`src/logic/bls_map.svh`:
```
// Register offsets, field positions, reset values and timing figures
`ifndef BLS_MAP_SVH
`define BLS_MAP_SVH

// Register offsets
`define BLS_OFS_SINK_SEL 8'h05
`define BLS_OFS_PWM_EN 8'h06
`define BLS_OFS_OFF_TOUT 8'h07
`define BLS_OFS_DIM_TOUT 8'h08
`define BLS_OFS_FADE 8'h09
`define BLS_OFS_CTRL 8'h0A
`define BLS_OFS_STATUS 8'h0B

// Reset value of every writable register
`define BLS_RST_REG 8'h00

// Field positions
`define BLS_SINK_MSB 6
`define BLS_TOUT_MSB 6
`define BLS_FADE_OUT_MSB 7
`define BLS_FADE_OUT_LSB 4
`define BLS_CTRL_GROUP_EN 0

// Timing figures: clock rate, seconds tick, full-scale fade per rate code
`define BLS_CLK_HZ 10000000
`define BLS_TICK_SEC 1
`define BLS_FADE_FS_MS 300
`define BLS_FADE_STEPS 127

// Serial slave address, value is arbitrary
`define BLS_I2C_ADDR 7'h2C

`endif

```
`src/logic/bls_pkg.sv`:
```
// Types shared by the backlight control block
package bls_pkg;

    // Backlight timeout states, one-hot
    typedef enum logic [4:0] {
        BLS_ST_IDLE    = 5'h01,
        BLS_ST_RISE    = 5'h02,
        BLS_ST_DIMWAIT = 5'h04,
        BLS_ST_OFFWAIT = 5'h08,
        BLS_ST_OFF     = 5'h10
    } bls_light_state_type;

    // Serial slave states, one-hot
    typedef enum logic [4:0] {
        BLS_IS_IDLE  = 5'h01,
        BLS_IS_RX    = 5'h02,
        BLS_IS_ACK   = 5'h04,
        BLS_IS_TX    = 5'h08,
        BLS_IS_TXACK = 5'h10
    } bls_i2c_state_type;

    // Meaning of the byte being received
    typedef enum logic [1:0] {
        BLS_BYTE_ADDR = 2'h0,
        BLS_BYTE_REG  = 2'h1,
        BLS_BYTE_DATA = 2'h2
    } bls_byte_kind_type;

    // Whole state of the serial slave
    typedef struct packed {
        logic [2:0] scl_sync;
        logic [2:0] sda_sync;
        bls_i2c_state_type state;
        bls_byte_kind_type kind;
        logic [3:0] bit_cnt;
        logic [7:0] shreg;
        logic [7:0] ptr;
        logic rw;
        logic acked;
        logic sda_oe;
        logic wr_stb;
        logic [7:0] wr_addr;
        logic [7:0] wr_data;
    } bls_i2c_regs_type;

    // Whole state of the backlight control
    typedef struct packed {
        logic [1:0] pwm_sync;
        logic [6:0] sink_sel;
        logic [6:0] pwm_en;
        logic [6:0] off_tout;
        logic [6:0] dim_tout;
        logic [7:0] fade;
        logic group_en;
        bls_light_state_type state;
        logic [6:0] level;
        logic [23:0] sec_cnt;
        logic [6:0] tout_cnt;
        logic [23:0] fade_cnt;
    } bls_ctl_regs_type;

endpackage

```
`src/logic/bls_i2c_slave.sv`:
```
// Two-wire serial slave giving byte writes and reads with auto-increment
`timescale 1ns/1ps
`include "bls_map.svh"

module bls_i2c_slave #(
    parameter logic [6:0] DEV_ADDR = `BLS_I2C_ADDR
) (
    // Clock and reset
    input wire logic i_mclk,
    input wire logic i_rst_n,
    // Serial pins
    input wire logic i_scl,
    input wire logic i_sda,
    output logic o_sda_oe,
    // Register side
    output logic o_wr_stb,
    output logic [7:0] o_wr_addr,
    output logic [7:0] o_wr_data,
    output logic [7:0] o_rd_addr,
    input wire logic [7:0] i_rdata
);

    bls_pkg::bls_i2c_regs_type cur_reg;
    bls_pkg::bls_i2c_regs_type cur_next;
    logic scl_rise;
    logic scl_fall;
    logic start_c;
    logic stop_c;

    // Line events, read only from the second and third sync stages
    assign scl_rise = cur_reg.scl_sync[1] & ~cur_reg.scl_sync[2];
    assign scl_fall = ~cur_reg.scl_sync[1] & cur_reg.scl_sync[2];
    assign start_c = cur_reg.scl_sync[1] & cur_reg.scl_sync[2] &
                     cur_reg.sda_sync[2] & ~cur_reg.sda_sync[1];
    assign stop_c = cur_reg.scl_sync[1] & cur_reg.scl_sync[2] &
                    ~cur_reg.sda_sync[2] & cur_reg.sda_sync[1];

    // Protocol sequencing
    always_comb begin
        cur_next = cur_reg;
        cur_next.wr_stb = 1'b0;
        cur_next.scl_sync = {cur_reg.scl_sync[1:0], i_scl};
        cur_next.sda_sync = {cur_reg.sda_sync[1:0], i_sda};
        if (stop_c) begin
            cur_next.state = bls_pkg::BLS_IS_IDLE;
            cur_next.sda_oe = 1'b0;
        end else if (start_c) begin
            cur_next.state = bls_pkg::BLS_IS_RX;
            cur_next.kind = bls_pkg::BLS_BYTE_ADDR;
            cur_next.bit_cnt = 4'h0;
            cur_next.sda_oe = 1'b0;
        end else begin
            case (cur_reg.state)
                bls_pkg::BLS_IS_RX: begin
                    if (scl_rise && cur_reg.bit_cnt != 4'h8) begin
                        cur_next.shreg = {cur_reg.shreg[6:0],
                                          cur_reg.sda_sync[1]};
                        cur_next.bit_cnt = cur_reg.bit_cnt + 4'h1;
                    end else if (scl_fall && cur_reg.bit_cnt == 4'h8) begin
                        cur_next.bit_cnt = 4'h0;
                        cur_next.state = bls_pkg::BLS_IS_ACK;
                        cur_next.sda_oe = 1'b1;
                        if (cur_reg.kind == bls_pkg::BLS_BYTE_ADDR) begin
                            cur_next.rw = cur_reg.shreg[0];
                            if (cur_reg.shreg[7:1] != DEV_ADDR) begin
                                cur_next.state = bls_pkg::BLS_IS_IDLE;
                                cur_next.sda_oe = 1'b0;
                            end
                        end else if (cur_reg.kind == bls_pkg::BLS_BYTE_REG) begin
                            cur_next.ptr = cur_reg.shreg;
                        end else begin
                            cur_next.wr_stb = 1'b1;
                            cur_next.wr_addr = cur_reg.ptr;
                            cur_next.wr_data = cur_reg.shreg;
                            cur_next.ptr = cur_reg.ptr + 8'h01;
                        end
                    end
                end
                bls_pkg::BLS_IS_ACK: begin
                    if (scl_fall) begin
                        cur_next.sda_oe = 1'b0;
                        if (cur_reg.kind == bls_pkg::BLS_BYTE_ADDR &&
                            cur_reg.rw) begin
                            cur_next.state = bls_pkg::BLS_IS_TX;
                            cur_next.shreg = i_rdata;
                            cur_next.sda_oe = ~i_rdata[7];
                        end else begin
                            cur_next.state = bls_pkg::BLS_IS_RX;
                            cur_next.kind =
                                (cur_reg.kind == bls_pkg::BLS_BYTE_ADDR) ?
                                bls_pkg::BLS_BYTE_REG : bls_pkg::BLS_BYTE_DATA;
                        end
                    end
                end
                bls_pkg::BLS_IS_TX: begin
                    if (scl_fall) begin
                        if (cur_reg.bit_cnt == 4'h7) begin
                            cur_next.sda_oe = 1'b0;
                            cur_next.state = bls_pkg::BLS_IS_TXACK;
                            cur_next.ptr = cur_reg.ptr + 8'h01;
                            cur_next.bit_cnt = 4'h0;
                        end else begin
                            cur_next.shreg = {cur_reg.shreg[6:0], 1'b0};
                            cur_next.sda_oe = ~cur_reg.shreg[6];
                            cur_next.bit_cnt = cur_reg.bit_cnt + 4'h1;
                        end
                    end
                end
                bls_pkg::BLS_IS_TXACK: begin
                    if (scl_rise) begin
                        cur_next.acked = ~cur_reg.sda_sync[1];
                    end else if (scl_fall) begin
                        if (cur_reg.acked) begin
                            cur_next.state = bls_pkg::BLS_IS_TX;
                            cur_next.shreg = i_rdata;
                            cur_next.sda_oe = ~i_rdata[7];
                        end else begin
                            cur_next.state = bls_pkg::BLS_IS_IDLE;
                        end
                    end
                end
                default: begin
                    cur_next.sda_oe = 1'b0;
                end
            endcase
        end
    end

    // State register
    always_ff @(posedge i_mclk or negedge i_rst_n) begin
        if (!i_rst_n) begin
            cur_reg <= '{scl_sync: 3'h7, sda_sync: 3'h7,
                         state: bls_pkg::BLS_IS_IDLE,
                         kind: bls_pkg::BLS_BYTE_ADDR, default: '0};
        end else begin
            cur_reg <= cur_next;
        end
    end

    // Outputs
    assign o_sda_oe = cur_reg.sda_oe;
    assign o_wr_stb = cur_reg.wr_stb;
    assign o_wr_addr = cur_reg.wr_addr;
    assign o_wr_data = cur_reg.wr_data;
    assign o_rd_addr = cur_reg.ptr;

endmodule // bls_i2c_slave

```
`src/logic/bls_top.sv`:
```
// Backlight sink selection, PWM scaling and dim/off timeouts
`timescale 1ns/1ps
`include "bls_map.svh"

module bls_top #(
    parameter logic [6:0] DEV_ADDR = `BLS_I2C_ADDR,
    parameter int TICK_CYCLES = `BLS_TICK_SEC * `BLS_CLK_HZ,
    parameter int FADE_STEP_CYCLES =
        `BLS_FADE_FS_MS * (`BLS_CLK_HZ / 1000) / `BLS_FADE_STEPS
) (
    // Clock and reset
    input wire logic i_mclk,
    input wire logic i_rst_n,
    // Serial pins, data is open drain
    input wire logic i_scl,
    input wire logic i_sda,
    output logic o_sda,
    output logic o_sda_oe,
    // External PWM pin
    input wire logic i_pwm,
    // Per-sink enables of the independent controls
    input wire logic [6:0] i_sink_own_on,
    // Current codes from the current settings
    input wire logic [6:0] i_max_level,
    input wire logic [6:0] i_dim_level,
    // Sink controls
    output logic [6:0] o_sink_on,
    output logic [6:0] o_sink_pwm_scale,
    output logic [6:0] o_group_level
);

    localparam logic [23:0] TICK_LAST = 24'(TICK_CYCLES - 1);
    localparam logic [23:0] FADE_STEP = 24'(FADE_STEP_CYCLES);

    bls_pkg::bls_ctl_regs_type cur_reg;
    bls_pkg::bls_ctl_regs_type cur_next;
    logic wr_stb;
    logic [7:0] wr_addr;
    logic [7:0] wr_data;
    logic [7:0] rd_addr;
    logic [7:0] rdata;
    logic sec_tick;
    logic [23:0] fade_period;
    logic [3:0] fade_rate;
    logic [6:0] target;
    logic group_on;

    // Register read decode
    function automatic logic [7:0] read_reg(input logic [7:0] addr,
                                            input bls_pkg::bls_ctl_regs_type r);
        logic [7:0] v;
        v = 8'h00;
        if (addr == `BLS_OFS_SINK_SEL) begin
            v = {1'b0, r.sink_sel};
        end else if (addr == `BLS_OFS_PWM_EN) begin
            v = {1'b0, r.pwm_en};
        end else if (addr == `BLS_OFS_OFF_TOUT) begin
            v = {1'b0, r.off_tout};
        end else if (addr == `BLS_OFS_DIM_TOUT) begin
            v = {1'b0, r.dim_tout};
        end else if (addr == `BLS_OFS_FADE) begin
            v = r.fade;
        end else if (addr == `BLS_OFS_CTRL) begin
            v = {7'h00, r.group_en};
        end else if (addr == `BLS_OFS_STATUS) begin
            v = {3'h0, r.state};
        end
        return v;
    endfunction

    // Serial register port
    bls_i2c_slave #(
        .DEV_ADDR(DEV_ADDR)
    ) u_i2c (
        .i_mclk(i_mclk),
        .i_rst_n(i_rst_n),
        .i_scl(i_scl),
        .i_sda(i_sda),
        .o_sda_oe(o_sda_oe),
        .o_wr_stb(wr_stb),
        .o_wr_addr(wr_addr),
        .o_wr_data(wr_data),
        .o_rd_addr(rd_addr),
        .i_rdata(rdata)
    );

    assign o_sda = 1'b0;
    assign rdata = read_reg(rd_addr, cur_reg);

    // Seconds tick and fade step period
    assign sec_tick = (cur_reg.sec_cnt >= TICK_LAST);
    assign fade_rate = cur_reg.fade[`BLS_FADE_OUT_MSB:`BLS_FADE_OUT_LSB];
    assign fade_period = 24'(fade_rate * FADE_STEP);
    assign group_on = (cur_reg.level != 7'h00);

    // Current the group heads for in each state
    always_comb begin
        case (cur_reg.state)
            bls_pkg::BLS_ST_RISE: target = i_max_level;
            bls_pkg::BLS_ST_DIMWAIT: target = i_max_level;
            bls_pkg::BLS_ST_OFFWAIT: begin
                target = (cur_reg.dim_tout != 7'h00) ?
                         i_dim_level : i_max_level;
            end
            default: target = 7'h00;
        endcase
    end

    // Register writes, timeout sequencing and level ramp
    always_comb begin
        cur_next = cur_reg;
        cur_next.pwm_sync = {cur_reg.pwm_sync[0], i_pwm};
        if (wr_stb) begin
            if (wr_addr == `BLS_OFS_SINK_SEL) begin
                cur_next.sink_sel = wr_data[`BLS_SINK_MSB:0];
            end else if (wr_addr == `BLS_OFS_PWM_EN) begin
                cur_next.pwm_en = wr_data[`BLS_SINK_MSB:0];
            end else if (wr_addr == `BLS_OFS_OFF_TOUT) begin
                cur_next.off_tout = wr_data[`BLS_TOUT_MSB:0];
            end else if (wr_addr == `BLS_OFS_DIM_TOUT) begin
                cur_next.dim_tout = wr_data[`BLS_TOUT_MSB:0];
            end else if (wr_addr == `BLS_OFS_FADE) begin
                cur_next.fade = wr_data;
            end else if (wr_addr == `BLS_OFS_CTRL) begin
                cur_next.group_en = wr_data[`BLS_CTRL_GROUP_EN];
            end
        end
        // Free-running seconds prescaler, restarted below per interval
        cur_next.sec_cnt = sec_tick ? 24'h0 : cur_reg.sec_cnt + 24'h1;
        case (cur_reg.state)
            bls_pkg::BLS_ST_IDLE: begin
                if (cur_reg.group_en) begin
                    cur_next.state = bls_pkg::BLS_ST_RISE;
                end
            end
            bls_pkg::BLS_ST_RISE: begin
                if (cur_reg.level == i_max_level) begin
                    if (cur_reg.dim_tout != 7'h00) begin
                        cur_next.state = bls_pkg::BLS_ST_DIMWAIT;
                        cur_next.tout_cnt = cur_reg.dim_tout;
                        cur_next.sec_cnt = 24'h0;
                    end else if (cur_reg.off_tout != 7'h00) begin
                        cur_next.state = bls_pkg::BLS_ST_OFFWAIT;
                        cur_next.tout_cnt = cur_reg.off_tout;
                        cur_next.sec_cnt = 24'h0;
                    end
                end
            end
            bls_pkg::BLS_ST_DIMWAIT: begin
                if (sec_tick) begin
                    if (cur_reg.tout_cnt <= 7'h01) begin
                        // Off count starts only now
                        cur_next.state = bls_pkg::BLS_ST_OFFWAIT;
                        cur_next.tout_cnt = cur_reg.off_tout;
                        cur_next.sec_cnt = 24'h0;
                    end else begin
                        cur_next.tout_cnt = cur_reg.tout_cnt - 7'h01;
                    end
                end
            end
            bls_pkg::BLS_ST_OFFWAIT: begin
                // A zero count holds dimmed: off timeout disabled
                if (sec_tick && cur_reg.tout_cnt != 7'h00) begin
                    if (cur_reg.tout_cnt == 7'h01) begin
                        cur_next.state = bls_pkg::BLS_ST_OFF;
                    end
                    cur_next.tout_cnt = cur_reg.tout_cnt - 7'h01;
                end
            end
            bls_pkg::BLS_ST_OFF: begin
                cur_next.state = bls_pkg::BLS_ST_OFF;
            end
            default: begin
                cur_next.state = bls_pkg::BLS_ST_IDLE;
            end
        endcase
        if (!cur_reg.group_en) begin
            cur_next.state = bls_pkg::BLS_ST_IDLE;
        end
        // Rising is immediate; falling fades at the programmed rate
        if (cur_reg.level <= target || fade_rate == 4'h0) begin
            cur_next.level = target;
            cur_next.fade_cnt = 24'h0;
        end else if (cur_reg.fade_cnt + 24'h1 >= fade_period) begin
            cur_next.level = cur_reg.level - 7'h01;
            cur_next.fade_cnt = 24'h0;
        end else begin
            cur_next.fade_cnt = cur_reg.fade_cnt + 24'h1;
        end
    end

    // State register
    always_ff @(posedge i_mclk or negedge i_rst_n) begin
        if (!i_rst_n) begin
            cur_reg <= '{state: bls_pkg::BLS_ST_IDLE, default: '0};
        end else begin
            cur_reg <= cur_next;
        end
    end

    // Per-sink group selection and PWM scaling
    genvar gi;
    generate
        for (gi = 0; gi < 7; gi++) begin : g_sink
            assign o_sink_on[gi] = cur_reg.sink_sel[gi] ?
                                   i_sink_own_on[gi] :
                                   group_on;
            assign o_sink_pwm_scale[gi] = cur_reg.pwm_en[gi] ?
                                          cur_reg.pwm_sync[1] :
                                          1'b1;
        end
    endgenerate

    assign o_group_level = cur_reg.level;
endmodule // bls_top

```
`config.mk`:
```
export PLATFORM = sky130hd
export DESIGN_NAME = bls_top
export DESIGN_NICKNAME = d
export VERILOG_FILES = /design/src/logic/bls_pkg.sv /design/src/logic/bls_i2c_slave.sv /design/src/logic/bls_top.sv
export VERILOG_INCLUDE_DIRS = /design/src /design/src/logic
export SDC_FILE = /design/constraint.sdc
export NUM_CORES = 1
export LEC_CHECK = 0
export BUFFER_PORTS_ARGS = -buffer_cell sky130_fd_sc_hd__buf_4
export CAP_MARGIN = 30
export CORE_ASPECT_RATIO = 0.75
export CORE_UTILIZATION = 45
export DETAILED_ROUTE_END_ITERATION = 6
export GPL_ROUTABILITY_DRIVEN = 1
export PLACE_DENSITY = 0.59
export SLEW_MARGIN = 20
export SYNTH_ARGS = -nofsm -noshare
export SYNTH_HDL_FRONTEND = slang
export SYNTH_SLANG_ARGS = --single-unit
```
`constraint.sdc`:
```
create_clock -name i_mclk -period 6.4 [get_ports i_mclk]
set_input_delay 0.32 -clock i_mclk [delete_from_list [all_inputs] [get_ports i_mclk]]
set_output_delay 0.32 -clock i_mclk [all_outputs]
set_load 0.02 [all_outputs]
```
==> impl_results.md, run 1 <==
* CTS H-tree lvls at 4
* RSZ-0062 raised after global routing: false
* Yosys top cell by area: dfrtp_1
* Largest net degree at the start of global routing at 69
* PortBufs at 47
* Final hold violations at 0
* Setup_tns at 0 ns
* Worst EP arrival at 5.35 ns
* Family with the most delay on the worst path: compound AO/OA/AOI/OAI gates
* # diodes at 0
* Via count at 7988
* Root buffer cell: clkbuf_16
* Required @ worst endpoint at 6.72 ns
* Synth top cells by count: 151 x dfrtp_1, 89 x nor2_1, 82 x nand2_1
* Mean Syn Cell Area at 9.41 µm²
* Crit. End Element: flip-flop
* Clk sinks at 159
* Area of the multi-input gates at 5570 µm²
* Worst Skew at 0.00915 ns
* Clk pin slew, worst setup/hold paths at 0.06 ns
* Setup ws final at 1.37 ns
* CTS tree: done
* Filler Cell Count at 1951
* Syn. warnings at 0
* Netlist cell types at 78
* Met3 WL at 1.91 mm
* LEAKAGE at 5.19 nW
* Drt total wl at 25.2 mm
* Max Cap Violations at 0
* WL/cell at 18.0 µm
* Met1 Wirelength at 13.6 mm
* Reg2reg setup slack at 1.37 ns
* Levels on crit path at 18
* Core area at 21400 µm²
* Nets@finish at 1185
* Hold Crit Start: i_dim_level[0]
* Gpl congestion at 0.932
* Storage cell area at 3990 µm²
* Worst setup SP type: flip-flop
* Grt ovf at 0
* Worst min path class: in2reg
* Row cnt at 46
* Pwr per Cell Area at 227 nW/µm²
* Top-count cell post-synth: dfrtp_1
* Max Slew Vio Count at 0
* Synth Instances at 1056
* Worst slew pin tran at 0.994 ns
* Ports at 49
* Reg2reg path depth at 18
* Full die area at 22700 µm²
* Worst-Skew Late Latency at 0.43 ns
* R2r startpoint: cur_reg[75]$_DFFE_PN0P_
* Post-route ant nets at 0
* CP max stage cell: dfrtp_1
* Outcome: completed
* Asr flop ratio synth at 1.00
* Crit share post-route at 0.786
* Estimated wirelength of the detail-placed design at 18.8 mm
* Crit path max fanout at 11
* # hold bufs at CTS at 4
* Max reg flops at 98
* Final Setup Violations at 0
* Worst path max stage delay at 0.53 ns
* Max-slew headroom at 0.333
* Top FF cell, synth: dfrtp_1
* DR iter-0 viols at 687
* Fraction of the yosys area taken by sequential cells at 0.401
* Synth top area share at 0.380
* Clock buffer depth at 2
* Final Critical Period at 5.03 ns
* Setup Buffers After CTS at 0
* Die Height at 131 µm
* Worst Setup SP: cur_reg[75]$_DFFE_PN0P_
* Residual DRC at 0
* WHS Path Cells at 3
* Post-Synthesis Cell Area at 9940 µm²
* Fmax at 199 MHz
* DP Worst Slack at 1.44 ns
* Post_cts resized at 0
* Worst Path Buf+Inv at 1
* Synthesized flop and latch total at 159
* GRT Total Usage at 0.233
* Initial Util at 0.464
* Most Frequent Cell on Critical Path: ha_1
* First-pass GRT wire length at 40.9 mm
* Vias per std cell at 5.72
* Highest Signal Layer: met4
* Met2 Wirelength at 9.37 mm
* Initial antenna violation count at 0
* Peak VDD IR at 0.194 mV
* WS Path Type: reg2reg
* CP Cell Sequence: inv_1, ha_1, ha_1, ha_1, a21o_1, a21oi_1, nor3_1, or4_1, a31o_2, a21oi_1, xor2_1, ha_1, a2111oi_0, o21ai_0, a21oi_1, and3_1, nand2_4, o221a_2
* Number of buffers created by CTS at 17
* Layout cells sized above 1 at 0.161
* Top post-synthesis cells by area: dfrtp_1 38%, ha_1 7.6%, mux2_2 6.9%, a21oi_1 3.4%, nor2_1 3.4%
* Vias in the first global route at 7294
* Layout area overhead at 12.9%
* Post-synth EDFFs at 0
* Drt first pass iters at 5
* Die X at 174 µm
==> worst register-to-register path, delay by kind of cell (launching register included) <==
family	cells	cell delay (ns)
compound gates	8	1.87
xor+xnor	1	0.09
fa+ha+maj	4	1.07
buf+inv	1	0.17
flops	1	0.53
simple gates	4	1.21
==> where the power goes <==
group,switching (W),internal [W]
Clock,0.000421,0.000703
Combinational,0.000183,0.000113
Sequential,0.0000779,0.00105
Total,0.000681,0.00187
==> layout by cell type (no fill, tap or decap), types with 41 or more instances in the layout <==
cell type and count:
inv_1 47, ha_1 60, mux2_2 61, nand3_1 41
a21oi_1 68, o21ai_0 61, nor2_1 89, nand2_1 82
dfrtp_1 151, buf_4 52
==> logic make-up (layout without fill, tap and decap cells) <==
kind of cell / Yosys count / count (layout) / share of synthesized area
compound gates: 234 / 234 / 0.150
mux: 66 / 66 / 0.0742
xor+xnor: 66 / 66 / 0.0582
flops: 159 / 159 / 0.401
fa+ha+maj: 62 / 62 / 0.0796
simple gates: 378 / 378 / 0.196
buf+inv: 90 / 138 / 0.0395
other cells: 1 / 6 / 0.000377
==> final cells by class <==
| cell class | count | area share |
|---|---|---|
| Multi-Input combinational cell | 812 | 0.497 |
| Sequential cell | 159 | 0.356 |
| Timing Repair Buffer | 59 | 0.0423 |
| Clock buffer | 22 | 0.0405 |
| Tap cell | 288 | 0.0321 |
| Clock inverter | 9 | 0.0164 |
| Inverter | 48 | 0.0161 |
==> metrics by stage <==
stage / hold slack (ns) / cells / utilization / total power (W) / instance area, µm²
global route: 0.358 / 1397 / 0.524 / 0.00265 / 11200
global placement: 0.335 / 1359 / 0.490 / 0.00143 / 10500
finish: 0.345 / 1397 / 0.524 / 0.00255 / 11200
CTS: 0.338 / 1396 / 0.523 / 0.00256 / 11200
floorplan: 0.0244 / 1061 / - / 0.00132 / 9960
detailed placement: 0.269 / 1361 / 0.492 / 0.00144 / 10500
==> per-layer routing <==
metal  track usage  vias to the layer above
met3        0.0639                       24
met1         0.375                     3826
met4        0.0614                        0
li1              -                     3871
met2         0.294                      267
met5             0                        -
==> path summary, 6_finish.rpt <==
| path | to |
|---|---|
| min reg2reg | cur_reg[105]$_DFF_PN0_ |
| max in group asynchronous | cur_reg[73]$_DFFE_PN0P_ |
| max | o_group_level[0]$_DFFE_PN0P_ |
| max reg2reg | o_group_level[0]$_DFFE_PN0P_ |
| min in group asynchronous | cur_reg[44]$_DFF_PN0_ |
| min | o_group_level[0]$_DFFE_PN0P_ |
Power figures use the tool's default switching activity.
==> inputs of run 2 (changes only) <==
--- a/config.mk
+++ b/config.mk
@@ -6,13 +6,14 @@
 export SDC_FILE = /design/constraint.sdc
 export NUM_CORES = 1
 export LEC_CHECK = 0
+export ABC_AREA = 1
 export BUFFER_PORTS_ARGS = -buffer_cell sky130_fd_sc_hd__buf_4
 export CAP_MARGIN = 30
 export CORE_ASPECT_RATIO = 0.75
 export CORE_UTILIZATION = 45
 export DETAILED_ROUTE_END_ITERATION = 6
 export GPL_ROUTABILITY_DRIVEN = 1
-export PLACE_DENSITY = 0.59
+export PLACE_DENSITY = 0.58
 export SLEW_MARGIN = 20
 export SYNTH_ARGS = -nofsm -noshare
 export SYNTH_HDL_FRONTEND = slang
==> constraint.sdc (replaced) <==
create_clock -name i_mclk -period 4.75 [get_ports i_mclk]
set_input_delay 0.2375 -clock i_mclk [delete_from_list [all_inputs] [get_ports i_mclk]]
set_output_delay 0.2375 -clock i_mclk [all_outputs]
set_load 0.02 [all_outputs]
==> run 2 against run 1 <==
Effect of this change: combinational power up 60%; synthesized cell count up 29%; global-route usage up 0.37 points; largest power group unchanged; maximum frequency up 14%; critical path depth up 1; clock power up 31%; die area up 3.3%; register-to-register slack worse by 1.0 ns; final cell count up 24%; setup slack worse by 1.0 ns; non-clock buffer count unchanged.
==> impl_results.md, run 2 <==
* Outcome: completed
* Root buffer cell: clkbuf_16
* Syn. warnings at 0
* Post-Synthesis Cell Area at 10300 µm²
* Vias per std cell at 5.22
* Clock buffer depth at 2
* Vias in the first global route at 8319
* Clk sinks at 159
* Grt ovf at 0
* Post-DP Area at 10900 µm²
* Row cnt at 47
* Net Sw Power at 0.000949 W
* Layout area overhead at 13.3%
* Mean Syn Cell Area at 7.52 µm²
* Post-Route Utilization at 0.523
* Max Cap Violations at 0
* Nets@finish at 1511
* Switching Share at 0.276
* Fraction of the yosys area taken by sequential cells at 0.389
* Peak VDD IR at 0.282 mV
* Fmax at 227 MHz
* Clock power share at 0.427
* DR iter-0 viols at 775
* Synth Instances at 1366
* Final Setup Violations at 0
* Cell area after layout at 11600 µm²
* First-pass GRT wire length at 43.3 mm
* Max reg flops at 98
* Post-route ant nets at 0
* Top FF cell, synth: dfrtp_1
* Seq pwr share at 0.435
* Yosys top cell by area: dfrtp_1
* Top post-synthesis cells by area: dfrtp_1 37%, nand2_1 11%, inv_1 7.6%, ha_1 7.3%, o21ai_0 6.5%
* Worst min path class: in2async
* Full die area at 23400 µm²
* Via count at 9024
* Post-synth EDFFs at 0
* Max-slew headroom at 0.356
* Worst Skew at 0.0103 ns
* Crit share post-route at 0.929
* Drt total wl at 26.6 mm
* Synthesized flop and latch total at 159
* Pwr per Cell Area at 296 nW/µm²
* Int Power at 0.00249 W
* Number of buffers created by CTS at 17
* Core area at 22200 µm²
* Worst EP arrival at 4.78 ns
* Gpl congestion at 0.838
* Worst-Skew Late Latency at 0.44 ns
* Synth top area share at 0.368
* Synth top cells by count: 290 x nand2_1, 208 x inv_1, 151 x dfrtp_1
* Worst slew pin tran at 0.962 ns
* Estimated wirelength of the detail-placed design at 20.3 mm
* Initial Util at 0.462
* Die X at 176 µm
* WL/cell at 15.4 µm
* Top-count cell post-synth: nand2_1
* Crit path max fanout at 13
* Required @ worst endpoint at 5.12 ns
* Asr flop ratio synth at 1.00
* # diodes at 0
* Layout cells sized above 1 at 0.0996
* Clk pin slew, worst setup/hold paths at 0.06 ns
* Ports at 49
* PortBufs at 47
* Residual DRC at 0
* Final Critical Period at 4.41 ns
* WS Path Type: reg2reg
* Pwr Total at 0.00344 W
* CTS tree: done
* GRT Total Usage at 0.237
* Die Height at 133 µm
* Crit. End Element: flip-flop
* Comb power frac at 0.138
* Largest net degree at the start of global routing at 60
* LEAKAGE at 5.58 nW
* Most frequent cells in the layout: 290 x nand2_1, 208 x inv_1, 151 x dfrtp_1
* Max Slew Vio Count at 0
* Worst setup SP type: flip-flop
* Initial antenna violation count at 0
* CTS H-tree lvls at 4
* Commonest non-fill, non-tap cell in the layout: nand2_1
* Netlist cell types at 52
* Final hold violations at 0
* Drt first pass iters at 6
[run 2: cell types whose count changed after synthesis, sizes merged, moves of 16 or more]
cell    change
nor2       +72
inv       +165
and3       -34
nand2     +211
nand4      +18
mux2       -61
nand3      +18
xnor2      -21
nand2b     -16
o21ai      +73
a21oi      -16
[run 2: layer usage]
metal	track usage	up-vias	wire, µm
met1	0.374	4189	14200
li1	-	4564	-
met4	0.0546	0	260
met3	0.0549	17	1840
met5	0	-	0
met2	0.320	254	10300
[run 2: cells by family after synthesis]
| group | Yosys count | synth area share |
|---|---|---|
| and+or+nand+nor | 598 | 0.257 |
| AOI/OAI and AO/OA | 250 | 0.136 |
| xor gates and xnor gates | 56 | 0.0478 |
| adders and majority gates | 62 | 0.0770 |
| buffers and inverters | 240 | 0.0932 |
| DFF | 159 | 0.389 |
| other | 1 | 0.000365 |
[run 2: final cells by class]
type	count	area, µm²
flip-flops and latches	159	3990
repair buffers	59	489
fillers	2162	10600
well taps	294	368
clock inverters	10	163
clock buffers	22	464
multi-input cells	973	5360
inverters	213	802
[run 2: worst paths after layout]
path / from / end / slack (ns) / depth (start not counted)
setup / recovery: cur_reg[75]$_DFFE_PN0P_ / o_group_level[4]$_DFFE_PN0P_ / 0.34 / 19
hold / removal: i_rst_n / cur_reg[63]$_DFFE_PN0P_ / 0.31 / 2
setup reg to reg: cur_reg[75]$_DFFE_PN0P_ / o_group_level[4]$_DFFE_PN0P_ / 0.34 / 19
hold reg to reg: u_i2c.cur_next[51]$_DFF_PN1_ / u_i2c.cur_next[52]$_DFF_PN1_ / 0.35 / 0
max in group asynchronous: i_rst_n / u_i2c.cur_reg[52]$_DFF_PN1_ / 3.57 / 3
min in group i_mclk: u_i2c.cur_next[51]$_DFF_PN1_ / u_i2c.cur_next[52]$_DFF_PN1_ / 0.35 / 0
[run 2: worst max-delay path, stage by stage, from the launching register on]
cell	delay, ns
dfrtp_1	0.55
inv_1	0.16
fa_1	0.41
fa_1	0.50
inv_1	0.05
ha_1	0.33
nand2_1	0.10
nor3_1	0.14
nand3_1	0.10
o211ai_1	0.15
xnor2_1	0.10
ha_1	0.30
nand2_1	0.08
nor2_1	0.13
nand2_1	0.09
nor4_1	0.30
nand3_2	0.34
nand4_4	0.36
nand2_1	0.09
nand2_1	0.07
[run 2: power groups by stage]
stage / clock (W) / sequential (W) / combinational, W
2_1_floorplan: 0 / 0.00150 / 0.000325
3_3_place_gp: 0 / 0.00152 / 0.000459
3_5_place_dp: 0 / 0.00152 / 0.000468
4_1_cts: 0.00151 / 0.00150 / 0.000473
5_1_grt: 0.00156 / 0.00151 / 0.000539
6_report: 0.00147 / 0.00150 / 0.000474
[run 2: what timing repair did]
item                       in CTS  in global routing
setup buffers                   0                  0
resized for setup               0                  1
hold endpoints to repair       49                  0
hold buffers                    4                  0
setup endpoints to repair       0                 26
[run 2: through the flow]
| step | TNS [ns] | hold WS [ns] | instances | setup slack (ns) |
|---|---|---|---|---|
| final | 0 | 0.310 | 1730 | 0.337 |
| after global routing | -0.0590 | 0.346 | 1730 | -0.0140 |
| after CTS | 0 | 0.325 | 1729 | 0.315 |
| after detailed placement | 0 | 0.221 | 1693 | 0.346 |
| after global placement | 0 | 0.335 | 1689 | 0.454 |
| after floorplan | 0 | -0.0581 | 1371 | 0.945 |
